### config.mk
export PLATFORM = sky130hd
export DESIGN_NAME = i2c_ssp_core
export DESIGN_NICKNAME = d
export VERILOG_FILES = /design/src/core/i2c_ssp_pkg.sv /design/src/core/i2c_line_sync.sv /design/src/core/i2c_ssp_core.sv
export VERILOG_INCLUDE_DIRS = /design/src /design/src/core
export SDC_FILE = /design/constraint.sdc
export NUM_CORES = 1
export LEC_CHECK = 0
export ABC_AREA = 1
export BUFFER_PORTS_ARGS = -buffer_cell sky130_fd_sc_hd__buf_2
export CAP_MARGIN = 10
export CORE_MARGIN = 2
export CORE_UTILIZATION = 55
export DETAILED_ROUTE_END_ITERATION = 7
export PLACE_DENSITY_LB_ADDON = 0.15
export REMOVE_ABC_BUFFERS = 1
export SKIP_CTS_REPAIR_TIMING = 1
export SYNTH_ARGS = -nofsm -noshare
export SYNTH_HDL_FRONTEND = slang
export SYNTH_SLANG_ARGS = --single-unit
### constraint.sdc
create_clock -name clk -period 5.6 [get_ports clk]
set_clock_uncertainty 0.05 [all_clocks]
set_input_delay 1.68 -clock clk [delete_from_list [all_inputs] [get_ports clk]]
set_output_delay 1.68 -clock clk [all_outputs]
set_load 0.1 [all_outputs]
### src/core/i2c_ssp_map.svh
// register indices, field positions, mode codes and reset values
`ifndef I2C_SSP_MAP_SVH
`define I2C_SSP_MAP_SVH
// register indices; the byte address is four times the index
`define IDX_INTCTL   8'h0b
`define IDX_FLAGS1   8'h0c
`define IDX_SBUF     8'h13
`define IDX_SCTL     8'h14
`define IDX_PCDIR    8'h87
`define IDX_ENAB1    8'h8c
`define IDX_SADDR    8'h93
`define IDX_SSTAT    8'h94
// reset values
`define RST_PCDIR    8'h3f
`define RST_ZERO     8'h00
// implemented bits
`define MASK_PCDIR   8'h3f
`define MASK_FLAGS1  8'hcf
`define MASK_SSTAT_W 8'hc0
// field positions
`define POS_IRQFLAG  3
`define POS_WRITE_COLLISION_FLAG     7
`define POS_OVF      6
`define POS_EN       5
`define POS_CKP      4
`define POS_DA       5
`define POS_STOP     4
`define POS_START    3
`define POS_RW       2
`define POS_UA       1
`define POS_BF       0
`define POS_SDA_DIR  4
`define POS_SCL_DIR  3
// port mode field codes
`define MODE_SLV7    4'h6
`define MODE_SLV10   4'h7
`define MODE_MST     4'hb
`define MODE_MSL7    4'he
`define MODE_MSL10   4'hf
// ten-bit header pattern in the high address byte
`define HDR_TENBIT   5'h1e
`endif

### src/core/i2c_ssp_pkg.sv
// types shared by the serial port design
package i2c_ssp_pkg;
  typedef logic [11:0] apb_addr_t;
  typedef enum logic [2:0] {SIdle, SHigh, SLow, SRecv, SXmit, SSkip}
    slv_state_e;
  typedef struct packed {
    slv_state_e st;
    logic [3:0] bitCnt;
    logic [7:0] shift;
    logic [7:0] serialBuf;
    logic [7:0] slaveAddr;
    logic [7:0] serialCtl;
    logic [7:0] serialStat;
    logic [7:0] intCtl;
    logic [7:0] flags1;
    logic [7:0] enab1;
    logic [7:0] portDir;
    logic       ackDrive;
    logic       txLow;
    logic       txBusy;
    logic       stretch;
    logic       holdUa;
    logic       irqPend;
    logic       priorMatch;
    logic       masterActive;
    logic       sclPrev;
    logic       sdaPrev;
    logic [7:0] rdata;
  } ssp_state_s;
endpackage

### src/core/i2c_line_sync.sv
// two-flop synchroniser for the bus lines
`timescale 1ns/1ns
`default_nettype none
module i2c_line_sync #(
  parameter int WIDTH = 2
) (
  input  wire logic             clk,    // system clock
  input  wire logic             reset,  // synchronous, active high
  input  wire logic [WIDTH-1:0] din,    // asynchronous line levels
  output logic      [WIDTH-1:0] dout    // synchronised levels
);
  logic [WIDTH-1:0] meta_reg;

  if (WIDTH < 1) begin : g_chk
    $error("i2c_line_sync needs WIDTH of one or more");
  end

  // idle bus lines are high, so reset to ones avoids false edges
  always_ff @(posedge clk) begin
    if (reset) begin
      meta_reg <= '1;
      dout     <= '1;
    end else begin
      meta_reg <= din;
      dout     <= meta_reg;
    end
  end
endmodule
`default_nettype wire

### src/core/i2c_ssp_core.sv
// two-wire serial port: register file, start/stop, slave engine
//
// Functional notes
// - reset or disable clears start, stop bits
// - start/stop bits follow the latest condition
// - firmware takes bus on stop or idle
// - lines driven low via direction bits, slave ack, data and stretch
// - irq flag on start, stop (modes 1011, 1110, 1111), each byte addressed to us
// - mode 1011 master only, 0110/0111 slave only, 1110/1111 shared
// - stop raises irq when bus frees, in modes 1011, 1110, 1111
// - sda low while high expected releases lines
// - arbitration losable in address and data
// - slave keeps receiving after lost arbitration
// - 7-bit match: irq, ack, transmit or receive
// - overflow sets flag and withholds ack
// - transmit holds clock until release bit
// - nack ends transmit, ack continues it
// - 10-bit high write: clear prior, irq
// - ack, stretch until address rewritten
// - low match: prior set, ack, receive
// - 10-bit high read needs prior match
// - buffer read clears full; overflow by write
`timescale 1ns/1ns
`default_nettype none
`include "i2c_ssp_map.svh"
module i2c_ssp_core (
  input  wire logic                  clk,      // 50 MHz system clock
  input  wire logic                  reset,    // synchronous, high
  input  wire logic                  psel,     // apb select
  input  wire logic                  penable,  // apb access phase
  input  wire logic                  pwrite,   // apb direction
  input  wire i2c_ssp_pkg::apb_addr_t paddr,   // apb byte address
  input  wire logic [31:0]           pwdata,   // apb write data
  output logic      [31:0]           prdata,   // apb read data
  output logic                       pready,   // apb ready
  output logic                       pslverr,  // unmapped access
  input  wire logic                  sclIn,    // clock line level
  output logic                       sclOut,   // clock drive value
  output logic                       sclOe,    // clock pulled low
  input  wire logic                  sdaIn,    // data line level
  output logic                       sdaOut,   // data drive value
  output logic                       sdaOe     // data pulled low
);
  import i2c_ssp_pkg::*;

  ssp_state_s state_reg;
  ssp_state_s state_next;
  logic [1:0] lineSync;
  logic       sclS;
  logic       sdaS;
  logic       sclRise;
  logic       sclFall;
  logic       startEv;
  logic       stopEv;
  logic       en;
  logic [3:0] mode;
  logic       slvOn;
  logic       tenBit;
  logic       ssIrq;
  logic       ovfl;
  logic       wrAcc;
  logic       rdAcc;
  logic [7:0] idx;
  logic       hit;
  logic       decide;
  logic       arbLoss;

  function automatic logic isMapped(input logic [7:0] i);
    case (i)
      `IDX_INTCTL, `IDX_FLAGS1, `IDX_SBUF, `IDX_SCTL,
      `IDX_PCDIR, `IDX_ENAB1, `IDX_SADDR, `IDX_SSTAT: isMapped = 1'b1;
      default: isMapped = 1'b0;
    endcase
  endfunction

  // both lines pass two flops before anything looks at them
  i2c_line_sync #(.WIDTH(2)) u_sync (
    .clk   (clk),
    .reset (reset),
    .din   ({sclIn, sdaIn}),
    .dout  (lineSync)
  );

  // line events and mode decode
  assign sclS    = lineSync[1];
  assign sdaS    = lineSync[0];
  assign sclRise = sclS & ~state_reg.sclPrev;
  assign sclFall = ~sclS & state_reg.sclPrev;
  assign startEv = state_reg.sdaPrev & ~sdaS & sclS & state_reg.sclPrev;
  assign stopEv  = ~state_reg.sdaPrev & sdaS & sclS & state_reg.sclPrev;
  assign en      = state_reg.serialCtl[`POS_EN];
  assign mode    = state_reg.serialCtl[3:0];
  // 1011 leaves the slave idle; the shared modes run both
  assign slvOn   = en & (mode == `MODE_SLV7 || mode == `MODE_SLV10 ||
                         mode == `MODE_MSL7 || mode == `MODE_MSL10);
  assign tenBit  = mode[0];
  assign ssIrq   = mode == `MODE_MST || mode == `MODE_MSL7 ||
                   mode == `MODE_MSL10;
  assign ovfl    = state_reg.serialStat[`POS_BF] |
                   state_reg.serialCtl[`POS_OVF];
  assign decide  = slvOn & sclFall & (state_reg.bitCnt == 4'h8) &
                   state_reg.st != SIdle & state_reg.st != SSkip;
  // a high is expected but the line is low: another master won
  assign arbLoss = en & state_reg.masterActive & sclRise & ~sdaS &
                   state_reg.portDir[`POS_SDA_DIR] &
                   ~state_reg.ackDrive & ~state_reg.txLow;

  // apb decode; zero wait states, read data captured in setup
  assign idx     = paddr[9:2];
  assign hit     = paddr[11:10] == 2'b00 && paddr[1:0] == 2'b00 &&
                   isMapped(idx);
  assign wrAcc   = psel & penable & pwrite & hit;
  assign rdAcc   = psel & penable & ~pwrite & hit;
  assign pready  = 1'b1;
  assign pslverr = psel & penable & ~hit;
  assign prdata  = {24'h00_0000, state_reg.rdata};

  // pins only ever pull low; a one is sent by releasing
  assign sclOut  = 1'b0;
  assign sdaOut  = 1'b0;
  assign sclOe   = en & (~state_reg.portDir[`POS_SCL_DIR] |
                         state_reg.stretch);
  assign sdaOe   = en & (~state_reg.portDir[`POS_SDA_DIR] |
                         state_reg.ackDrive | state_reg.txLow);

  // next state: software effects first, hardware sets after so they win
  always_comb begin
    state_next = state_reg;
    state_next.sclPrev = sclS;
    state_next.sdaPrev = sdaS;
    // register reads
    if (psel & ~penable) begin
      case (idx)
        `IDX_INTCTL: state_next.rdata = state_reg.intCtl;
        `IDX_FLAGS1: state_next.rdata = state_reg.flags1;
        `IDX_SBUF:   state_next.rdata = state_reg.serialBuf;
        `IDX_SCTL:   state_next.rdata = state_reg.serialCtl;
        `IDX_PCDIR:  state_next.rdata = state_reg.portDir;
        `IDX_ENAB1:  state_next.rdata = state_reg.enab1;
        `IDX_SADDR:  state_next.rdata = state_reg.slaveAddr;
        `IDX_SSTAT:  state_next.rdata = state_reg.serialStat;
        default:     state_next.rdata = `RST_ZERO;
      endcase
    end
    // reading the buffer empties it; overflow stays until written
    if (rdAcc && idx == `IDX_SBUF) begin
      state_next.serialStat[`POS_BF] = 1'b0;
    end
    // register writes; the irq flag is cleared only here
    if (wrAcc) begin
      case (idx)
        `IDX_INTCTL: state_next.intCtl = pwdata[7:0];
        `IDX_FLAGS1: state_next.flags1 = pwdata[7:0] & `MASK_FLAGS1;
        `IDX_SCTL:   state_next.serialCtl = pwdata[7:0];
        `IDX_PCDIR:  state_next.portDir = pwdata[7:0] & `MASK_PCDIR;
        `IDX_ENAB1:  state_next.enab1 = pwdata[7:0];
        `IDX_SSTAT: begin
          state_next.serialStat[7:6] = pwdata[7:6];
        end
        `IDX_SADDR: begin
          // rewriting the address ends the address stretch
          state_next.slaveAddr = pwdata[7:0];
          state_next.serialStat[`POS_UA] = 1'b0;
          if (state_reg.st != SXmit) begin
            state_next.stretch = 1'b0;
          end
        end
        `IDX_SBUF: begin
          // a write while a byte shifts out collides and is dropped
          if (state_reg.txBusy) begin
            state_next.serialCtl[`POS_WRITE_COLLISION_FLAG] = 1'b1;
          end else begin
            state_next.serialBuf = pwdata[7:0];
            state_next.shift = pwdata[7:0];
            state_next.serialStat[`POS_BF] = 1'b1;
          end
        end
        default: ;
      endcase
    end
    // transmit waits with clock low until the release bit is set
    if (slvOn && state_reg.st == SXmit && state_reg.stretch &&
        state_reg.serialCtl[`POS_CKP]) begin
      state_next.stretch = 1'b0;
      state_next.txBusy = 1'b1;
      state_next.txLow = ~state_reg.shift[7];
      state_next.serialStat[`POS_BF] = 1'b0;
    end
    // bit sampling on rising clock; runs even after a lost
    // arbitration so this device can still be addressed
    if (slvOn && sclRise && state_reg.st != SIdle &&
        state_reg.st != SSkip) begin
      if (state_reg.bitCnt == 4'h8) begin
        state_next.bitCnt = 4'h9;
        // master nack after our byte ends the transfer
        if (state_reg.st == SXmit && state_reg.txBusy && sdaS) begin
          state_next.st = SSkip;
        end
      end else if (state_reg.bitCnt < 4'h8) begin
        state_next.bitCnt = state_reg.bitCnt + 4'h1;
        if (state_reg.st != SXmit) begin
          state_next.shift = {state_reg.shift[6:0], sdaS};
        end
      end
    end
    // next data bit goes out on each falling clock
    if (slvOn && sclFall && state_reg.st == SXmit &&
        state_reg.bitCnt != 4'h0 && state_reg.bitCnt < 4'h8) begin
      state_next.shift = {state_reg.shift[6:0], 1'b0};
      state_next.txLow = ~state_reg.shift[6];
    end
    // end of the eighth clock: decide the acknowledge
    if (decide) begin
      state_next.irqPend = 1'b1;
      case (state_reg.st)
        SHigh: begin
          if (!tenBit) begin
            if (state_reg.shift[7:1] == state_reg.slaveAddr[7:1]) begin
              state_next.serialStat[`POS_RW] = state_reg.shift[0];
              state_next.serialStat[`POS_DA] = 1'b0;
              if (state_reg.shift[0]) begin
                // read address: ack and become transmitter
                state_next.ackDrive = 1'b1;
                state_next.serialBuf = state_reg.shift;
                state_next.st = SXmit;
              end else if (ovfl) begin
                state_next.serialCtl[`POS_OVF] = 1'b1;
                state_next.st = SSkip;
              end else begin
                state_next.ackDrive = 1'b1;
                state_next.serialBuf = state_reg.shift;
                state_next.serialStat[`POS_BF] = 1'b1;
                state_next.st = SRecv;
              end
            end else begin
              state_next.irqPend = 1'b0;
              state_next.st = SSkip;
            end
          end else if (state_reg.shift[7:3] == `HDR_TENBIT &&
                       state_reg.shift[7:1] ==
                       state_reg.slaveAddr[7:1]) begin
            state_next.serialStat[`POS_RW] = state_reg.shift[0];
            if (!state_reg.shift[0]) begin
              state_next.priorMatch = 1'b0;
              state_next.serialStat[`POS_UA] = 1'b1;
              if (ovfl) begin
                state_next.serialCtl[`POS_OVF] = 1'b1;
                state_next.st = SSkip;
              end else begin
                state_next.ackDrive = 1'b1;
                state_next.holdUa = 1'b1;
                state_next.serialBuf = state_reg.shift;
                state_next.serialStat[`POS_BF] = 1'b1;
                state_next.st = SLow;
              end
            end else if (state_reg.priorMatch) begin
              state_next.ackDrive = 1'b1;
              state_next.serialBuf = state_reg.shift;
              state_next.st = SXmit;
            end else begin
              state_next.priorMatch = 1'b0;
              state_next.irqPend = 1'b0;
              state_next.st = SSkip;
            end
          end else begin
            state_next.irqPend = 1'b0;
            state_next.st = SSkip;
          end
        end
        SLow: begin
          // low address byte always flags an update request
          state_next.serialStat[`POS_UA] = 1'b1;
          if (state_reg.shift == state_reg.slaveAddr) begin
            state_next.priorMatch = 1'b1;
            state_next.ackDrive = 1'b1;
            state_next.holdUa = 1'b1;
            state_next.serialBuf = state_reg.shift;
            state_next.serialStat[`POS_BF] = 1'b1;
            state_next.st = SRecv;
          end else begin
            state_next.st = SSkip;
          end
        end
        SRecv: begin
          state_next.serialStat[`POS_DA] = 1'b1;
          if (ovfl) begin
            state_next.serialCtl[`POS_OVF] = 1'b1;
          end else begin
            state_next.ackDrive = 1'b1;
            state_next.serialBuf = state_reg.shift;
            state_next.serialStat[`POS_BF] = 1'b1;
          end
        end
        SXmit: begin
          // release data so the master can answer
          state_next.txLow = 1'b0;
          state_next.serialStat[`POS_DA] = 1'b1;
        end
        default: ;
      endcase
    end
    // end of the ninth clock: flag the byte and stretch if needed
    if (slvOn && sclFall && state_reg.bitCnt == 4'h9) begin
      state_next.bitCnt = 4'h0;
      state_next.ackDrive = 1'b0;
      state_next.holdUa = 1'b0;
      if (state_reg.irqPend) begin
        state_next.flags1[`POS_IRQFLAG] = 1'b1;
      end
      state_next.irqPend = 1'b0;
      if (state_reg.st == SXmit) begin
        // ack keeps us transmitting; wait for the next byte
        state_next.serialCtl[`POS_CKP] = 1'b0;
        state_next.stretch = 1'b1;
        state_next.txBusy = 1'b0;
      end else if (state_reg.holdUa) begin
        state_next.stretch = 1'b1;
      end
    end
    if (arbLoss) begin
      state_next.portDir[`POS_SDA_DIR] = 1'b1;
      state_next.portDir[`POS_SCL_DIR] = 1'b1;
      state_next.masterActive = 1'b0;
    end
    // flags mirror the latest condition; readable for bus-free
    // checks by firmware
    if (en && startEv) begin
      state_next.serialStat[`POS_START] = 1'b1;
      state_next.serialStat[`POS_STOP] = 1'b0;
      state_next.masterActive = ~state_reg.portDir[`POS_SDA_DIR];
      state_next.st = slvOn ? SHigh : SIdle;
      state_next.bitCnt = 4'h0;
      if (ssIrq) begin
        state_next.flags1[`POS_IRQFLAG] = 1'b1;
      end
    end
    if (en && stopEv) begin
      state_next.serialStat[`POS_STOP] = 1'b1;
      state_next.serialStat[`POS_START] = 1'b0;
      state_next.masterActive = 1'b0;
      state_next.st = SIdle;
      if (ssIrq) begin
        state_next.flags1[`POS_IRQFLAG] = 1'b1;
      end
    end
    // a new frame or its end drops every slave drive
    if ((en && (startEv || stopEv)) || !slvOn) begin
      state_next.ackDrive = 1'b0;
      state_next.txLow = 1'b0;
      state_next.txBusy = 1'b0;
      state_next.stretch = 1'b0;
      state_next.holdUa = 1'b0;
      state_next.irqPend = 1'b0;
    end
    // disabled port forgets bus conditions and frames
    if (!en) begin
      state_next.serialStat[`POS_START] = 1'b0;
      state_next.serialStat[`POS_STOP] = 1'b0;
      state_next.st = SIdle;
      state_next.bitCnt = 4'h0;
      state_next.masterActive = 1'b0;
    end
  end

  // single state register; reset clears conditions and drives
  always_ff @(posedge clk) begin
    if (reset) begin
      state_reg <= '0;
      state_reg.st <= SIdle;
      state_reg.portDir <= `RST_PCDIR;
      state_reg.sclPrev <= 1'b1;
      state_reg.sdaPrev <= 1'b1;
    end else begin
      state_reg <= state_next;
    end
  end
endmodule
`default_nettype wire

# Word-level counts from Yosys, hierarchy flattened
# Index checks and enable logic that the tools add are counted.
# totals
register_bits	97
latchBits	0
ramBits	0
romBits	0
inputBits	51
output_inout_bits	38
wordCells	305
memories	0
# classes
n_addsub	1
mul	0
div_mod_pow	0
order_cmp	1
n_eq_ne	36
shift	0
mux	124
bitwise	46
reduce_logical	63
# op_table
cell	count
two-way mux 8 bit	17
two-way mux 34 bit	2
two-way mux 1 bit	64
one-hot mux 8 bit (8 select lines)	1
two-way mux 3 bit	14
equality test 8 bit, second input constant	4
two-way mux 16 bit	2
AND 1 bit	28
one-hot mux 8 bit (3 select lines)	1
equality test 4 bit, second input constant	5
logical AND 1 bit	20
equality test 8 x 4 -> 1 bit, second input constant	2
equality test 8 x 5 -> 1 bit, second input constant	2
!= test 2 bit, second input constant	8
AND reduction 2 bit	8
two-way mux 15 bit	1
two-way mux 7 bit	2
NOT 1 bit	14
nonzero test 2 bit	7
two-way mux 12 bit	1
two-way mux 2 bit	6
two-way mux 4 bit	3
!= test 3 bit, second input constant	4
one-hot mux 1 bit (2 select lines)	6
29 further kinds	49

# Longest topological paths before layout
# logic_depth
depth_word	17
depth_mapped	18

# Hierarchy
# A second synthesis with hierarchy kept.
# unflattened
cells_unflattened	776
area_unflattened_um2	5327.6
# modules_own_cells
module	instances	cells_each	area_per_inst_um2
i2c_ssp_core	1	763	5211.2
i2c_line_sync	1	13	116.4

# Worst setup path before layout
# No wires, ideal clock.
# synth_path
path_kind	input port to output port
start	in paddr[8]
end	out pslverr
t_arrival_ns	3.803
setup_slack_ns	0.067
path_stages	8
path_buffers	0
path_cell_list	inv_2 nand2_1 nor2_1 nand2_1 nand2_1 nor2_1 nand2_4 a21oi_1
# synth_via
elab_chain_len	6
word_cells_on_any_way	13
cone_classes	8 x eq/ne; 1 x mux; 2 x bitwise; 2 x reduce/logical
# synth_lines
element	line	rtl
start, declared	i2c_ssp_core.sv:32	input wire i2c_ssp_pkg::apb_addr_t paddr,
equality test 8 x 5 -> 1 bit, or another cell as far along	i2c_ssp_core.sv:69	case (i)
OR reduction 8 bit *	i2c_ssp_core.sv:69	
two-way mux 1 bit *	i2c_ssp_core.sv:69	
logical AND 1 bit *	i2c_ssp_core.sv:110	assign hit = paddr[11:10] == 2'b00 && paddr[1:0] == 2'b00 &&
NOT 1 bit *	i2c_ssp_core.sv:115	assign pslverr = psel & penable & ~hit;
AND 1 bit *	i2c_ssp_core.sv:115	
end, declared	i2c_ssp_core.sv:36	output logic pslverr,
# Every way passes the cells marked *; elsewhere a longest branch is shown, timed or not.

# Worst setup path in the final report
# Ends and elaborated chain as after synthesis.

==> impl_results.md <==
* Initial antenna violation count at 0
* Largest family of logic cells by synthesized area: simple AND/OR/NAND/NOR gates
* DR DRC count at 0
* Post-Syn Instances at roughly 840
* Max Root-Sink Buffers at 2
* Number of vias per cell at ~5.6
* Die area at between 10000 and 15000 sq um
* CTS sink cnt at 97
* Initial Util at 0.558
* Num CTS Buffers at 9
* Power Dens Cells at 229 nW/um^2
* Synth warnings at 0
* Clk slew on worst S/H paths at ~0.1 ns
* Total power at 1.37 mW
* Finished Layout Cells at 1006
* RSZ-0062 raised after global routing: no
* Final Cycle Share at 0.885
* Fin area at approximately 6000 sq um
* Root buffer cell: clkbuf_8
* Standard-cell rows at 37
* Post-synthesis cell area at 5660 sq um
* Post-DP HPWL at 12.4 mm
* Final nets at roughly 920
* Final WL at around 16 mm
* Largest cells by area after synthesis: dfxtp_1, nand2_1, inv_1
* Reg2reg path depth at 11
* Core ar. at between 10000 and 15000 sq um
* Worst slack, placed at 0.694 ns
* Endpoints failing hold at 0
* Min-Delay Path Class: reg2reg
* Pre-antenna DRT Iters at 6
* Die X at 105 microns
* CTS tree: yes
* LEAKAGE at 2.64 nW
* Share of the synthesized area in the top cell type at 0.343
* Worst Tran Pin Value at 0.973 ns
* Synth Area in Simple Gates at 0.250
* WL/cell at around 16 microns
* Largest area contributor in the netlist: dfxtp_1
* I/O pin count at 89
* Sw Share at 0.289
* Synth Area in Compound Gates at 0.232
* Gpl congestion at 0.978
* Area growth, synth to finish at 6.10%
* Sequential share of power at 0.504
* Tmin final at just under 5 ns
* Worst setup margin at between 0.6 and 0.7 ns
* Power share of the clock group at 0.396
* Sw power at between 300 and 400 uW
* Maximum vdd drop at roughly 0.12 mV
* Mean Syn Cell Area at about 6.7 sq um
* Internal at 976 uW
* Placement Cell Area at between 5000 and 6000 sq um
* Vias in the first global route at between 5000 and 6000
* Largest net degree at the start of global routing at 34
* Ant. Diodes at 0
* Setup TNS at 0 ns
* Ratio of cells with drive above 1 in the final layout at 0.114
* Peak Freq at approximately 0.2 GHz
* Global route overflow at 0
* WP data required at roughly 3.9 ns
* Number of DRC markers in iteration 0 at 397
* Synth Register Bits at 97
* Slew Limit Fails at 0
* Synth Area in Adders at 0.00663
* Final setup fails at 0
* Post-Route Utilization at 0.592
* Register area share after synthesis at 0.343
* Global-route wire length before repair at 26.0 mm
* Status: complete, no violations
* Die height at between 100 and 150 microns
* Max-Cap Viols at 0
* Number of flip-flops in the largest register at 80
* Vias after detailed routing at ~5700
* Port Buffers at 37
* Gate power share at 0.100
* CP endpoint kind: output pin
* Post-Synth XOR/XNOR Area at 0.0124
* DRT antenna net count at 0
* Hold path depth at 1
* Max FO, Critical Path at 7
* Clock latency at the later pin of the worst-skew pair at 0.39 ns
* Count of different cell masters after synthesis at 43
* Post-synthesis mux area share at 0
* Overall global routing resource usage at 0.299
* Smallest hold slack at 0.366 ns
* WP data arrival at about 3.2 ns
* Startpoint Class: input pin
* Number of H-tree levels at 3
* FILL cells at around 990
* WS Path Type: in2out
* DP Cell Count at a little under 1000
* Max-Slew Margin vs Limit at 0.349
## cell families (layout without fill, tap and decap cells)
| family | count (synthesis) | after routing |
|---|---|---|
| simple gates | 308 | 308 |
| compound gates | 232 | 232 |
| buf+inv | 193 | 195 |
| flops | 97 | 97 |
| xor+xnor | 8 | 8 |
| fa+ha+maj | 3 | 3 |
| other cells | 2 | 27 |
## routing by layer
layer  track usage  vias to the layer above  share of wire
li1              -                     2768              -
met1         0.391                     2579           0.43
met2         0.482                      266           0.46
met3        0.0495                       39          0.077
met4         0.134                        0          0.032
met5             0                        -              0
## final timing paths
| check | from | end | slack (ns) |
|---|---|---|---|
| setup reg to reg | en | state_reg[17] | 2.45 |
| hold / removal | u_sync.meta_reg[1] | u_sync.dout[1] | 0.37 |
| setup / recovery | paddr[8] | pslverr | 0.65 |
| hold reg to reg | u_sync.meta_reg[1] | u_sync.dout[1] | 0.37 |
## placed cells by master, fill, tap and decap left out, types with 2 or more instances in the layout
cell         n
nand2_1    153
inv_1      132
dfxtp_1     97
a21oi_1     87
o21ai_0     84
nor2_1      55
nand3_1     48
buf_2       37
conb_1      27
o22ai_1     15
nand2_2     11
o211ai_1    11
clkbuf_8    10
nand4_1      9
inv_2        8
nor3_1       8
a221oi_1     8
xor2_1       7
nor2_2       5
o21a_1       5
o41ai_1      5
nand2_4      4
nor4_1       4
or2_2        4
o21ai_2      4
nor2_4       3
a31oi_1      3
a211oi_1     3
ha_1         3
a21oi_2      2
o21ai_1      2
inv_6        2
bufinv_16    2
## worst max-delay path, cell delays in order
cell and delay [ns]:
buf_2 0.09, inv_2 0.03, nand2_1 0.11, nor2_1 0.09, nand2_1 0.23, nand2_1 0.09
nor2_1 0.19, nand2_4 0.09, a21oi_1 0.16, buf_2 0.46
## power groups by stage
stage / logic (mW) / clock network [mW] / registers [mW]
finish: 0.137 / 0.544 / 0.692
global route: 0.142 / 0.575 / 0.692
CTS: 0.135 / 0.546 / 0.692
detailed placement: 0.135 / 0 / 0.708
global placement: 0.134 / 0 / 0.708
floorplan: 0.105 / 0 / 0.708
## Yosys cell counts, drive strengths merged
master,n
or2,4
xnor2,1
clkinv,1
nor4,5
nor2,64
o22ai,15
a211oi,3
ha,3
buf,41
a221oi,8
o21ai,90
o41ai,5
nand4,9
inv,140
nand2,168
o211ai,11
a2111oi,1
nand3,49
xor2,7
a31oi,3
nor3,9
clkbuf,11
o221ai,1
conb,2
o2111ai,1
o21a,5
a21oi,89
dfxtp,97
## area by class of cell
| cell class | count | area (sq um) | area share |
|---|---|---|---|
| clock inverter | 6 | 93.8 | 0.0156 |
| multi-input combinational | 578 | 2940 | 0.489 |
| timing repair buffer | 38 | 193 | 0.0321 |
| inverter | 141 | 529 | 0.0882 |
| clock buffer | 10 | 138 | 0.0229 |
| tap | 136 | 170 | 0.0283 |
| sequential | 97 | 1940 | 0.323 |
Note: power is estimated with default switching activity, not from simulation.
